==> config.mk <==
export PLATFORM = sky130hd
export DESIGN_NAME = uak_update_keying
export DESIGN_NICKNAME = d
export VERILOG_FILES = /design/src/include/uak_pkg.sv /design/src/logic/uak_update_keying.sv
export SDC_FILE = /design/constraint.sdc
export NUM_CORES = 1
export LEC_CHECK = 0
export BUFFER_PORTS_ARGS = -buffer_cell sky130_fd_sc_hd__buf_2
export CORE_ASPECT_RATIO = 0.6
export CORE_MARGIN = 4
export CORE_UTILIZATION = 60
export CTS_CLUSTER_DIAMETER = 60
export CTS_CLUSTER_SIZE = 30
export DETAILED_ROUTE_END_ITERATION = 8
export GPL_TIMING_DRIVEN = 0
export PLACE_DENSITY = 0.88
export SLEW_MARGIN = 20
export SYNTH_ARGS = -nofsm -noshare
export SYNTH_HDL_FRONTEND = slang
export SYNTH_SLANG_ARGS = --single-unit
==> constraint.sdc <==
create_clock -name clk -period 7.9 [get_ports clk]
set_input_delay 1.185 -clock clk [delete_from_list [all_inputs] [get_ports clk]]
set_output_delay 1.185 -clock clk [all_outputs]
set_load 0.005 [all_outputs]
==> src/include/uak_pkg.sv <==
package uak_pkg;
  // ==========================================================
  // Register offsets on the 6-bit parallel port
  localparam logic [5:0] ADDR_INTERVAL_B3 = 6'h16; // Most significant byte
  localparam logic [5:0] ADDR_INTERVAL_B2 = 6'h17;
  localparam logic [5:0] ADDR_INTERVAL_B1 = 6'h18;
  localparam logic [5:0] ADDR_INTERVAL_B0 = 6'h19; // Least significant byte
  localparam logic [5:0] ADDR_POWER_CTL = 6'h1d;
  localparam logic [5:0] ADDR_UPDATE_CTL = 6'h1f;
  localparam logic [5:0] ADDR_PATH_CTL = 6'h20;
  localparam logic [5:0] ADDR_AMP_HI = 6'h21;
  localparam logic [5:0] ADDR_AMP_LO = 6'h22;
  localparam logic [5:0] ADDR_RAMP_RATE = 6'h25;
  localparam logic [5:0] ADDR_AUX_HI = 6'h26;
  localparam logic [5:0] ADDR_AUX_LO = 6'h27;
  // ==========================================================
  // Field positions
  localparam int BIT_AUX_PD = 1;
  localparam int BIT_MAIN_PD = 2;
  localparam int BIT_INT_UPDATE = 0;
  localparam int BIT_SHAPE_INT = 4;
  localparam int BIT_SHAPE_EN = 5;
  localparam int BIT_SINC_BYPASS = 6;
  // ==========================================================
  // Reset values
  localparam logic [31:0] RST_INTERVAL = 32'h0000_0000;
  localparam logic [7:0] RST_POWER_CTL = 8'h00;
  localparam logic [7:0] RST_UPDATE_CTL = 8'h01; // Internal update source
  localparam logic [7:0] RST_PATH_CTL = 8'h00; // Inverse sinc engaged
  localparam logic [11:0] RST_AMP = 12'h000;
  localparam logic [7:0] RST_RAMP_RATE = 8'h00;
  localparam logic [11:0] RST_AUX = 12'h000;
  // ==========================================================
  // Timing counts and amplitude limits
  localparam logic [3:0] STROBE_HIGH_CYCLES = 4'h8;
  localparam logic [31:0] MIN_MARKED_INTERVAL = 32'h0000_0005;
  localparam logic [7:0] MIN_RAMP_RATE = 8'h03;
  localparam logic [11:0] AMP_FULL = 12'hfff;
  localparam logic [11:0] AMP_ZERO = 12'h000;
endpackage : uak_pkg

==> src/logic/uak_update_keying.sv <==
`timescale 1ns/1ps
module uak_update_keying #(
  parameter int SAMPLE_W = 12 // Width of the synthesized sample
) (
  input wire logic clk, // System clock
  input wire logic reset_n, // Asynchronous reset, active low
  input wire logic [5:0] portAddr, // Register byte address
  input wire logic [7:0] portWrData, // Write data byte
  input wire logic portWrite, // Write strobe, one cycle
  output logic [7:0] portRdData, // Read data, one cycle after address
  input wire logic updateStrobeIn, // Strobe pin level seen at the pad
  output logic updateStrobeOut, // Strobe pin driven level
  output logic updateStrobeOe, // Strobe pin enable, high while driving
  input wire logic amplitudeKeying, // Keying pin
  input wire logic signed [SAMPLE_W-1:0] sampleIn, // Synthesized sample
  output logic signed [SAMPLE_W-1:0] mainDacData, // Main DAC input word
  output logic [11:0] auxDacData, // Aux DAC twos complement word
  output logic mainDacPowerdown, // Main DAC powered down
  output logic auxDacPowerdown, // Aux DAC powered down
  output logic inverseSincEnable, // Inverse sinc filter in path
  output logic updatePulse // One-cycle transfer pulse
);
  import uak_pkg::*;

  // ==========================================================
  // Buffered (host side) registers
  logic [31:0] bufInterval;
  logic [7:0] bufPower;
  logic [7:0] bufUpdCtl;
  logic [7:0] bufPath;
  logic [11:0] bufAmp;
  logic [7:0] bufRate;
  logic [11:0] bufAux;

  // Write hit decode, shared by every buffer byte
  function automatic logic hit(input logic [5:0] a);
    hit = portWrite && (portAddr == a);
  endfunction : hit

  // ==========================================================
  // Named write hits, one per buffer byte
  // A write outside the map matches no wire and is dropped
  wire hitIntB3 = hit(ADDR_INTERVAL_B3);
  wire hitIntB2 = hit(ADDR_INTERVAL_B2);
  wire hitIntB1 = hit(ADDR_INTERVAL_B1);
  wire hitIntB0 = hit(ADDR_INTERVAL_B0);
  wire hitPower = hit(ADDR_POWER_CTL);
  wire hitUpdCtl = hit(ADDR_UPDATE_CTL);
  wire hitPath = hit(ADDR_PATH_CTL);
  wire hitAmpHi = hit(ADDR_AMP_HI);
  wire hitAmpLo = hit(ADDR_AMP_LO);
  wire hitRate = hit(ADDR_RAMP_RATE);
  wire hitAuxHi = hit(ADDR_AUX_HI);
  wire hitAuxLo = hit(ADDR_AUX_LO);

  // Host writes land in the buffer only
  // The active core never sees a half-written word: it copies the
  // buffer as a whole, bar the update control byte, and only on an update edge
  always_ff @(posedge clk or negedge reset_n) begin
    if (!reset_n) begin
      bufInterval <= RST_INTERVAL;
      bufPower <= RST_POWER_CTL;
      bufUpdCtl <= RST_UPDATE_CTL;
      bufPath <= RST_PATH_CTL;
      bufAmp <= RST_AMP;
      bufRate <= RST_RAMP_RATE;
      bufAux <= RST_AUX;
    end else begin
      if (hitIntB3) bufInterval[31:24] <= portWrData;
      if (hitIntB2) bufInterval[23:16] <= portWrData;
      if (hitIntB1) bufInterval[15:8] <= portWrData;
      if (hitIntB0) bufInterval[7:0] <= portWrData;
      if (hitPower) bufPower <= portWrData;
      if (hitUpdCtl) bufUpdCtl <= portWrData;
      if (hitPath) bufPath <= portWrData;
      if (hitAmpHi) bufAmp[11:8] <= portWrData[3:0];
      if (hitAmpLo) bufAmp[7:0] <= portWrData;
      if (hitRate) bufRate <= portWrData;
      if (hitAuxHi) bufAux[11:8] <= portWrData[3:0];
      if (hitAuxLo) bufAux[7:0] <= portWrData;
    end
  end

  // Readback of the buffer, unmapped reads give zero
  // Reads show what was written, not what the core is using, so a
  // host can check its writes before it issues an update
  logic [7:0] next_portRdData;
  always_comb begin
    unique case (portAddr)
      ADDR_INTERVAL_B3: next_portRdData = bufInterval[31:24];
      ADDR_INTERVAL_B2: next_portRdData = bufInterval[23:16];
      ADDR_INTERVAL_B1: next_portRdData = bufInterval[15:8];
      ADDR_INTERVAL_B0: next_portRdData = bufInterval[7:0];
      ADDR_POWER_CTL: next_portRdData = bufPower;
      ADDR_UPDATE_CTL: next_portRdData = bufUpdCtl;
      ADDR_PATH_CTL: next_portRdData = bufPath;
      ADDR_AMP_HI: next_portRdData = {4'h0, bufAmp[11:8]};
      ADDR_AMP_LO: next_portRdData = bufAmp[7:0];
      ADDR_RAMP_RATE: next_portRdData = bufRate;
      ADDR_AUX_HI: next_portRdData = {4'h0, bufAux[11:8]};
      ADDR_AUX_LO: next_portRdData = bufAux[7:0];
      default: next_portRdData = 8'h00;
    endcase
  end

  always_ff @(posedge clk or negedge reset_n) begin
    if (!reset_n) portRdData <= 8'h00;
    else portRdData <= next_portRdData;
  end

  // ==========================================================
  // External strobe synchroniser and filter
  // The pad is asynchronous; a level counts only once the second and
  // third stages agree, so a runt glitch cannot make a false update
  logic [2:0] strobeSync;
  logic strobeStable;
  logic strobeStablePrev;
  always_ff @(posedge clk or negedge reset_n) begin
    if (!reset_n) begin
      strobeSync <= 3'h0;
      strobeStable <= 1'b0;
      strobeStablePrev <= 1'b0;
    end else begin
      strobeSync <= {strobeSync[1:0], updateStrobeIn};
      if (strobeSync[1] == strobeSync[2]) strobeStable <= strobeSync[2];
      strobeStablePrev <= strobeStable;
    end
  end

  // ==========================================================
  // Internal update counter at half the clock rate
  wire internalMode = bufUpdCtl[BIT_INT_UPDATE];
  logic halfTick;
  logic [31:0] updCount;
  logic [31:0] activeInterval;
  wire internalFire = internalMode && halfTick && (updCount == 32'h0);
  wire externalFire = !internalMode && strobeStable && !strobeStablePrev;
  wire doUpdate = internalFire || externalFire;

  // Next count: parked on the active interval in external mode, so a
  // return to internal mode starts a whole interval. It moves only on
  // the half-rate tick, which gives the (N+1)*2 clock spacing.
  wire updAtZero = (updCount == 32'h0);
  wire [31:0] updCountDown = updCount - 32'h1;
  wire [31:0] next_updCount = !internalMode ? activeInterval :
    !halfTick ? updCount :
    updAtZero ? activeInterval : updCountDown;

  // Half-rate tick and update down-counter
  always_ff @(posedge clk or negedge reset_n) begin
    if (!reset_n) begin
      halfTick <= 1'b0;
      updCount <= RST_INTERVAL;
    end else begin
      halfTick <= !halfTick;
      updCount <= next_updCount;
    end
  end

  // ==========================================================
  // Active core registers, loaded only on an update
  // Every field moves in the same clock, so the core always sees one
  // consistent set of settings
  logic [7:0] activePower;
  logic [7:0] activePath;
  logic [11:0] activeAmp;
  logic [7:0] activeRate;
  always_ff @(posedge clk or negedge reset_n) begin
    if (!reset_n) begin
      activeInterval <= RST_INTERVAL;
      activePower <= RST_POWER_CTL;
      activePath <= RST_PATH_CTL;
      activeAmp <= RST_AMP;
      activeRate <= RST_RAMP_RATE;
      auxDacData <= RST_AUX;
      updatePulse <= 1'b0;
    end else begin
      updatePulse <= doUpdate;
      if (doUpdate) begin
        activeInterval <= bufInterval;
        activePower <= bufPower;
        activePath <= bufPath;
        activeAmp <= bufAmp;
        activeRate <= bufRate;
        auxDacData <= bufAux;
      end
    end
  end

  // ==========================================================
  // Strobe pin drive in internal mode
  logic [3:0] highLeft;
  wire pinStuckHigh = activeInterval < MIN_MARKED_INTERVAL;
  // High-time counter: loaded on each fire, runs down to zero.
  // Short intervals would overlap the pulses, so the pin stays high.
  wire [3:0] next_highLeft = internalFire ? STROBE_HIGH_CYCLES :
    (highLeft != 4'h0) ? highLeft - 4'h1 : 4'h0;
  wire highHeld = highLeft > 4'h1;
  wire next_updateStrobeOut = internalMode &&
    (internalFire || highHeld || pinStuckHigh);

  // Registered pin level
  always_ff @(posedge clk or negedge reset_n) begin
    if (!reset_n) begin
      highLeft <= 4'h0;
      updateStrobeOut <= 1'b0;
    end else begin
      highLeft <= next_highLeft;
      updateStrobeOut <= next_updateStrobeOut;
    end
  end
  // Pin is driven only in internal mode, an input otherwise
  assign updateStrobeOe = internalMode;

  // ==========================================================
  // Keying pin synchroniser and filter
  // Same three-stage scheme as the strobe pad, for the same reason
  logic [2:0] keySync;
  logic keyStable;
  always_ff @(posedge clk or negedge reset_n) begin
    if (!reset_n) begin
      keySync <= 3'h0;
      keyStable <= 1'b0;
    end else begin
      keySync <= {keySync[1:0], amplitudeKeying};
      if (keySync[1] == keySync[2]) keyStable <= keySync[2];
    end
  end

  // ==========================================================
  // Ramp-rate counter and amplitude counter
  logic [7:0] rateCount;
  logic [11:0] rampAmp;
  wire rampStall = activeRate < MIN_RAMP_RATE;
  wire rateAtZero = (rateCount == 8'h00);
  wire rampPulse = !rampStall && rateAtZero;
  // Rate counter reloads at zero, giving one pulse each N+1 clocks
  wire [7:0] next_rateCount = rampStall ? rateCount :
    rateAtZero ? activeRate : rateCount - 8'h01;
  // Amplitude steps toward the keyed end and saturates there; the top
  // is the multiplier full-scale code, not a programmed peak
  wire rampUp = keyStable && (rampAmp != AMP_FULL);
  wire rampDown = !keyStable && (rampAmp != AMP_ZERO);
  wire [11:0] next_rampAmp = !rampPulse ? rampAmp :
    rampUp ? rampAmp + 12'h001 :
    rampDown ? rampAmp - 12'h001 : rampAmp;

  // Ramp state registers
  always_ff @(posedge clk or negedge reset_n) begin
    if (!reset_n) begin
      rateCount <= RST_RAMP_RATE;
      rampAmp <= AMP_ZERO;
    end else begin
      rateCount <= next_rateCount;
      rampAmp <= next_rampAmp;
    end
  end

  // ==========================================================
  // Amplitude multiplier and DAC path controls
  // The code is taken as unsigned, so all ones gives 4095/4096 of the
  // sample; bits below the binary point are simply dropped
  wire shapeEnable = activePath[BIT_SHAPE_EN];
  wire [11:0] scaleCode = activePath[BIT_SHAPE_INT] ? rampAmp
                                                    : activeAmp;
  wire signed [SAMPLE_W+12:0] scaled = sampleIn * $signed({1'b0, scaleCode});
  wire signed [SAMPLE_W-1:0] scaledTrunc = scaled[SAMPLE_W+11:12];
  always_ff @(posedge clk or negedge reset_n) begin
    if (!reset_n) mainDacData <= '0;
    else mainDacData <= shapeEnable ? scaledTrunc : sampleIn;
  end

  // Power-down and filter controls follow the active registers
  assign mainDacPowerdown = activePower[BIT_MAIN_PD];
  assign auxDacPowerdown = activePower[BIT_AUX_PD];
  assign inverseSincEnable = !activePath[BIT_SINC_BYPASS];
endmodule : uak_update_keying

# Yosys cells after proc, flatten, opt, wreduce, memory -nomap -nowiden
# Index checks and enable logic that the tools add are counted.
# op_classes
n_addsub	5
n_mul	1
magnitude_cmp	3
n_eq_ne	16
n_mux	11
n_reduce_logical	35
# ops
cell	n
two-way mux 32 bit	3
case mux 8 bit (12 select lines)	1
two-way mux 12 bit	4
equality test 6 x 5 -> 1 bit (second input constant)	6
equality test 6 bit (second input constant)	6
logical NOT 32 bit	1
< comparator 32 x 3 -> 1 bit (second input constant)	1
subtractor 32 x 1 -> 32 bit (second input constant)	1
multiplier 12 x 13 -> 24 bit	1
logical AND 1 bit	20
adder 12 x 1 -> 12 bit (second input constant)	1
inequality test 12 bit (second input constant)	1
nonzero test 12 bit	1
subtractor 12 x 1 -> 12 bit (second input constant)	1
logical NOT 8 bit	1
< comparator 8 x 2 -> 1 bit (second input constant)	1
two-way mux 4 bit	2
two-way mux 8 bit	1
subtractor 8 x 1 -> 8 bit (second input constant)	1
logical NOT 1 bit	6
greater-than comparator 4 x 1 -> 1 bit (second input constant)	1
nonzero test 4 bit	1
subtractor 4 x 1 -> 4 bit (second input constant)	1
logical OR 1 bit	3
other kinds (4)	5
# word_totals
register_bits	250
inputBits	31
out_inout_bits	38
wordCells	103

# Depth between registers and ports, before layout
# logic_depth
depth_word	5
mapped_depth	22
depth_no_buf	20

# Worst setup path after synthesis
# Ideal clock, no wire load.
# synth_path
kind	input port to flip-flop
startpoint	in sampleIn[11]
endpoint	reg mainDacData[7]
setup_time_ns	0.125
arrival_time_ns	5.976
required_time_ns	7.775
slack_ns	1.800
stages	18
path_buffers	2
cell_sequence	inv_1 -> clkbuf_1 -> nor2_1 -> fa_1 -> fa_1 -> fa_1 -> fa_1 -> inv_1 -> fa_1 -> inv_1 -> ha_1 -> clkbuf_1 -> a211oi_1 -> nor2_1 -> or4_1 -> a32oi_1 -> xnor2_1 -> mux2_2
# synth_via
elab_chain_len	2
# synth_lines
element	line_no	source
start, declared	uak_update_keying.sv:15	input wire logic signed [SAMPLE_W-1:0] sampleIn,
multiplier 12 x 13 -> 24 bit	uak_update_keying.sv:266	wire signed [SAMPLE_W+12:0] scaled = sampleIn * $signed({1'b0, scaleCode});
two-way mux 12 bit	uak_update_keying.sv:270	else mainDacData <= shapeEnable ? scaledTrunc : sampleIn;
end signal, assigned	uak_update_keying.sv:270	
end, declared	uak_update_keying.sv:16	output logic signed [SAMPLE_W-1:0] mainDacData,
# No other way between the ends.
# A chain may end at the register's enable or synchronous reset.

# Worst setup path after layout
# layout_path
startpoint	reg activePath[4]
endpoint	reg mainDacData[11]
# layout_via
elab_chain_len	3
# layout_lines
element	line_no	source
start, declared	uak_update_keying.sv:165	logic [7:0] activePath;
start signal, assigned	uak_update_keying.sv:182	activePath <= bufPath;
two-way mux 12 bit	uak_update_keying.sv:264	wire [11:0] scaleCode = activePath[BIT_SHAPE_INT] ? rampAmp
multiplier 12 x 13 -> 24 bit	uak_update_keying.sv:266	
two-way mux 12 bit	uak_update_keying.sv:270	
# No other way between the ends.

==> run_results.csv <==
group,metric,value,unit
logic_synthesis,synth_cell_types,79,
logic_synthesis,synthArstFlopShare,1.000,
sta,hold_viol_final,0,
global_route,gr-usage-all-layers,0.2931,
worst_setup_path,crit_family,"adder cells",
worst_setup_path,cpMostUsedCell,"fa_1",
hold_path,min_from,"keySync[0]$_DFF_PN0_",
route,routed_wl,43740,um
floorplanning,dieArea,0.03023,mm2
logic_synthesis,post_synth_inst_count,1525,
placement,port_buffers,63,
worst_setup_path,critical-path-max-stage-delay,0.67,ns
worst_setup_path,rr_startpoint,"activePath[4]$_DFFE_PN0P_",
logic_synthesis,ys.flop_type,"dfrtp_1",
logic_synthesis,synth_fp_nets,1738,
floorplanning,start_util,0.6163,
route,first_iter_violations,1596,
layout,instances_no_fill,1977,
power,power_density,361.0,mW/mm2
clock_network,clk_latency,0.53,ns
clock_network,post_cts_buffers,0,
sta,period_share,0.8756,
worst_setup_path,r2r_slack,0.98,ns
sta,tns,0,ns
layout,drive_above_1_share,0.1887,
global_route,grt_overflow_total,0,
placement,post-dp-hpwl,33250,um
global_route,grt_max_degree,96,
placement,globalplace.congestion,0.9801,
global_route,antenna_found_initial,3,
logic_synthesis,ys_warn_count,0,
floorplanning,die_w,221.8,um
layout,nets,1821,
clock_network,cts_tree,"yes",
logic_synthesis,synth_seq_cells,245,
layout,final_area,0.01785,mm2
route,ant_nets,0,
logic_synthesis,synth_edf_count,0,
layout,area_growth,8.461,%
clock_network,cts_resized,0,
worst_setup_path,startpoint_type,"register",
worst_setup_path,required,8.28,ns
global_route,grt_pass1_wl,70240,um
worst_setup_path,cp_max_fo,10,
worst_setup_path,crit_arrival,7.30,ns
worst_setup_path,crit_path_start,"activePath[4]$_DFFE_PN0P_",
worst_setup_path,worstSetupEndpoint,"mainDacData[11]$_DFF_PN0_",
logic_synthesis,synth_area,0.01646,mm2
sta,rsz0062_at_grt,"false",
placement,placed_area,0.01730,mm2
clock_network,clock_path_buffers,3,
global_route,grt_pass1_vias,12530,
floorplanning,io_pins,69,
power,p_leak,0.008594,uW
power,irDropWorstVdd,0.4481,mV
sta,slew_viol_final,0,
sta,tightest_slew,0.8111,ns
clock_network,cts_buffers,15,
worst_setup_path,worst-path-stages,20,
route,drt_first_pass_iters,5,
clock_network,hold_buffers,0,
worst_setup_path,path_cells,"clkbuf_1, mux2_2, clkbuf_1, nand2_1, fa_1, fa_1, fa_1, inv_1, fa_1, inv_1, fa_1, inv_1, ha_1, o21a_1, o2111ai_1, o21ai_0, a32oi_1, o21ai_0, nand3_1, xnor2_1",
worst_setup_path,setup.worst_path.end_class,"register",
logic_synthesis,ys_seq_area_frac,0.3726,
worst_setup_path,path_class,"reg2reg",
sta,relSlewSlack,0.4536,
hold_path,min_path_type,"reg2reg",
placement,placed_cells,1951,
floorplanning,rows,46,
floorplanning,coreArea,0.02671,mm2
sta,fmax,144.6,MHz
clock_network,htree_levels,1,
run_status,status,"complete, no violations",
floorplanning,die_y,136.3,um
route,wl_per_cell,22.12,um
power,fin_total_pwr,6444,uW
route,via_count,12380,
worst_setup_path,ff2ff_path_depth,20,
placement,pre_cts_ws,1.009,ns
sta,finalWorstSetupSlack,0.9828,ns
worst_setup_path,rr_endpoint,"mainDacData[11]$_DFF_PN0_",
sta,fin_skew,0.04346,ns
sta,fin_crit,6.917,ns
sta,finalSetupViolCount,0,
worst_setup_path,cp.buffers_inverters,5,
clock_network,path_clk_slew,0.11,ns
worst_setup_path,crit_slowest_cell,"o21ai_0",
flow_run,cap_violations,0,
clock_network,clock_sink_count,245,
clock_network,clockRootBuffer,"clkbuf_16",
logic_synthesis,avgSynthCellArea,10.79,um2
route,vias_per_cell,6.264,
route,route.detailed.drc,0,
cell families (layout without fill, tap and decap cells):
kind of cell	Yosys count	in the layout	synth area share
other	0	1	0
and+or+nand+nor	394	394	0.1181
muxes	200	200	0.1514
AOI/OAI and AO/OA	228	228	0.09441
xor gates and xnor gates	26	26	0.01383
buffers and inverters	248	339	0.06454
adders and majority gates	184	184	0.1852
DFF	245	245	0.3726
placed cells by master (no fill, tap or decap), types with 9 or more instances in the layout:
cell type  instances
ha_1              82
dfrtp_1          244
clkbuf_16         15
nand4_1           12
nand2b_1          11
mux2i_1           15
a21oi_1           41
a31oi_1            9
o21ai_0           42
mux2_2           116
a22oi_1           11
nor4_1            17
a211oi_1           9
nor3_1            26
xor2_1            10
xnor2_1           16
a32oi_1           10
buf_2             70
a21o_1            12
and2_1            46
nor2_1            51
o21ai_1           15
mux2_4            69
clkbuf_1          66
nand2_1          159
inv_1            163
fa_1             100
nand3_1           21
cell usage after synthesis, types with 21 or more instances:
cell type / number / area, um2
inv_1: 163 / 611.8
mux2_4: 69 / 1036
o21ai_0: 42 / 210.2
nor2_1: 51 / 191.4
mux2_2: 116 / 1306
dfrtp_1: 244 / 6106
fa_1: 100 / 2002
nand3_1: 21 / 105.1
and2_1: 46 / 287.8
a21oi_1: 41 / 205.2
nand2_1: 159 / 596.8
nor3_1: 26 / 130.1
ha_1: 82 / 1026
clkbuf_1: 64 / 240.2
flip-flops by register name, indices dropped and copies added (netlist names), 12 cells and up:
signal	cells
rampAmp	12
activeInterval	32
auxDacData	12
mainDacData	12
updCount	32
bufInterval	32
activeAmp	12
bufAmp	12
bufAux	12
final cells by class:
type,instances,area [um2]
Multi-Input combinational cell,1032,9266
Fill cell,1959,8853
Sequential cell,245,6132
Inverter,163,611.8
Buffer,85,450.4
Tap cell,360,450.4
Timing Repair Buffer,66,384.1
Clock buffer,17,382.9
Clock inverter,8,171.4
Antenna cell,1,2.502
metal layers:
metal	track usage	routed length [um]	vias up	share of wire
li1	-	-	5397	-
met4	0.05955	896	2	0.020
met5	0	13	-	0.00030
met3	0.09020	5130	87	0.12
met1	0.4458	19560	6236	0.45
met2	0.4179	18140	662	0.41
where the power goes:
group	switching, uW	internal (uW)	leakage, uW
registers	295	1530	0.00321
logic	2140	1550	0.00513
clock network	510	424	0.000262
total	2940	3500	0.00859
worst min path at each step:
stage                               to  cells past startpoint
2_1_floorplan     keySync[1]$_DFF_PN0_                      0
3_3_place_gp   strobeSync[1]$_DFF_PN0_                      0
3_5_place_dp   strobeSync[1]$_DFF_PN0_                      0
4_1_cts           keySync[1]$_DFF_PN0_                      0
5_1_grt        strobeSync[1]$_DFF_PN0_                      0
6_report          keySync[1]$_DFF_PN0_                      0
through the flow:
| step | util | hold WS (ns) |
|---|---|---|
| 2_1_floorplan | - | 0.3312 |
| 3_3_place_gp | 0.6450 | 0.3365 |
| 3_5_place_dp | 0.6476 | 0.3387 |
| 4_1_cts | 0.6684 | 0.3601 |
| 5_1_grt | 0.6685 | 0.3675 |
| 6_report | 0.6685 | 0.3578 |
No activity file was read; power rests on OpenSTA's default activity.
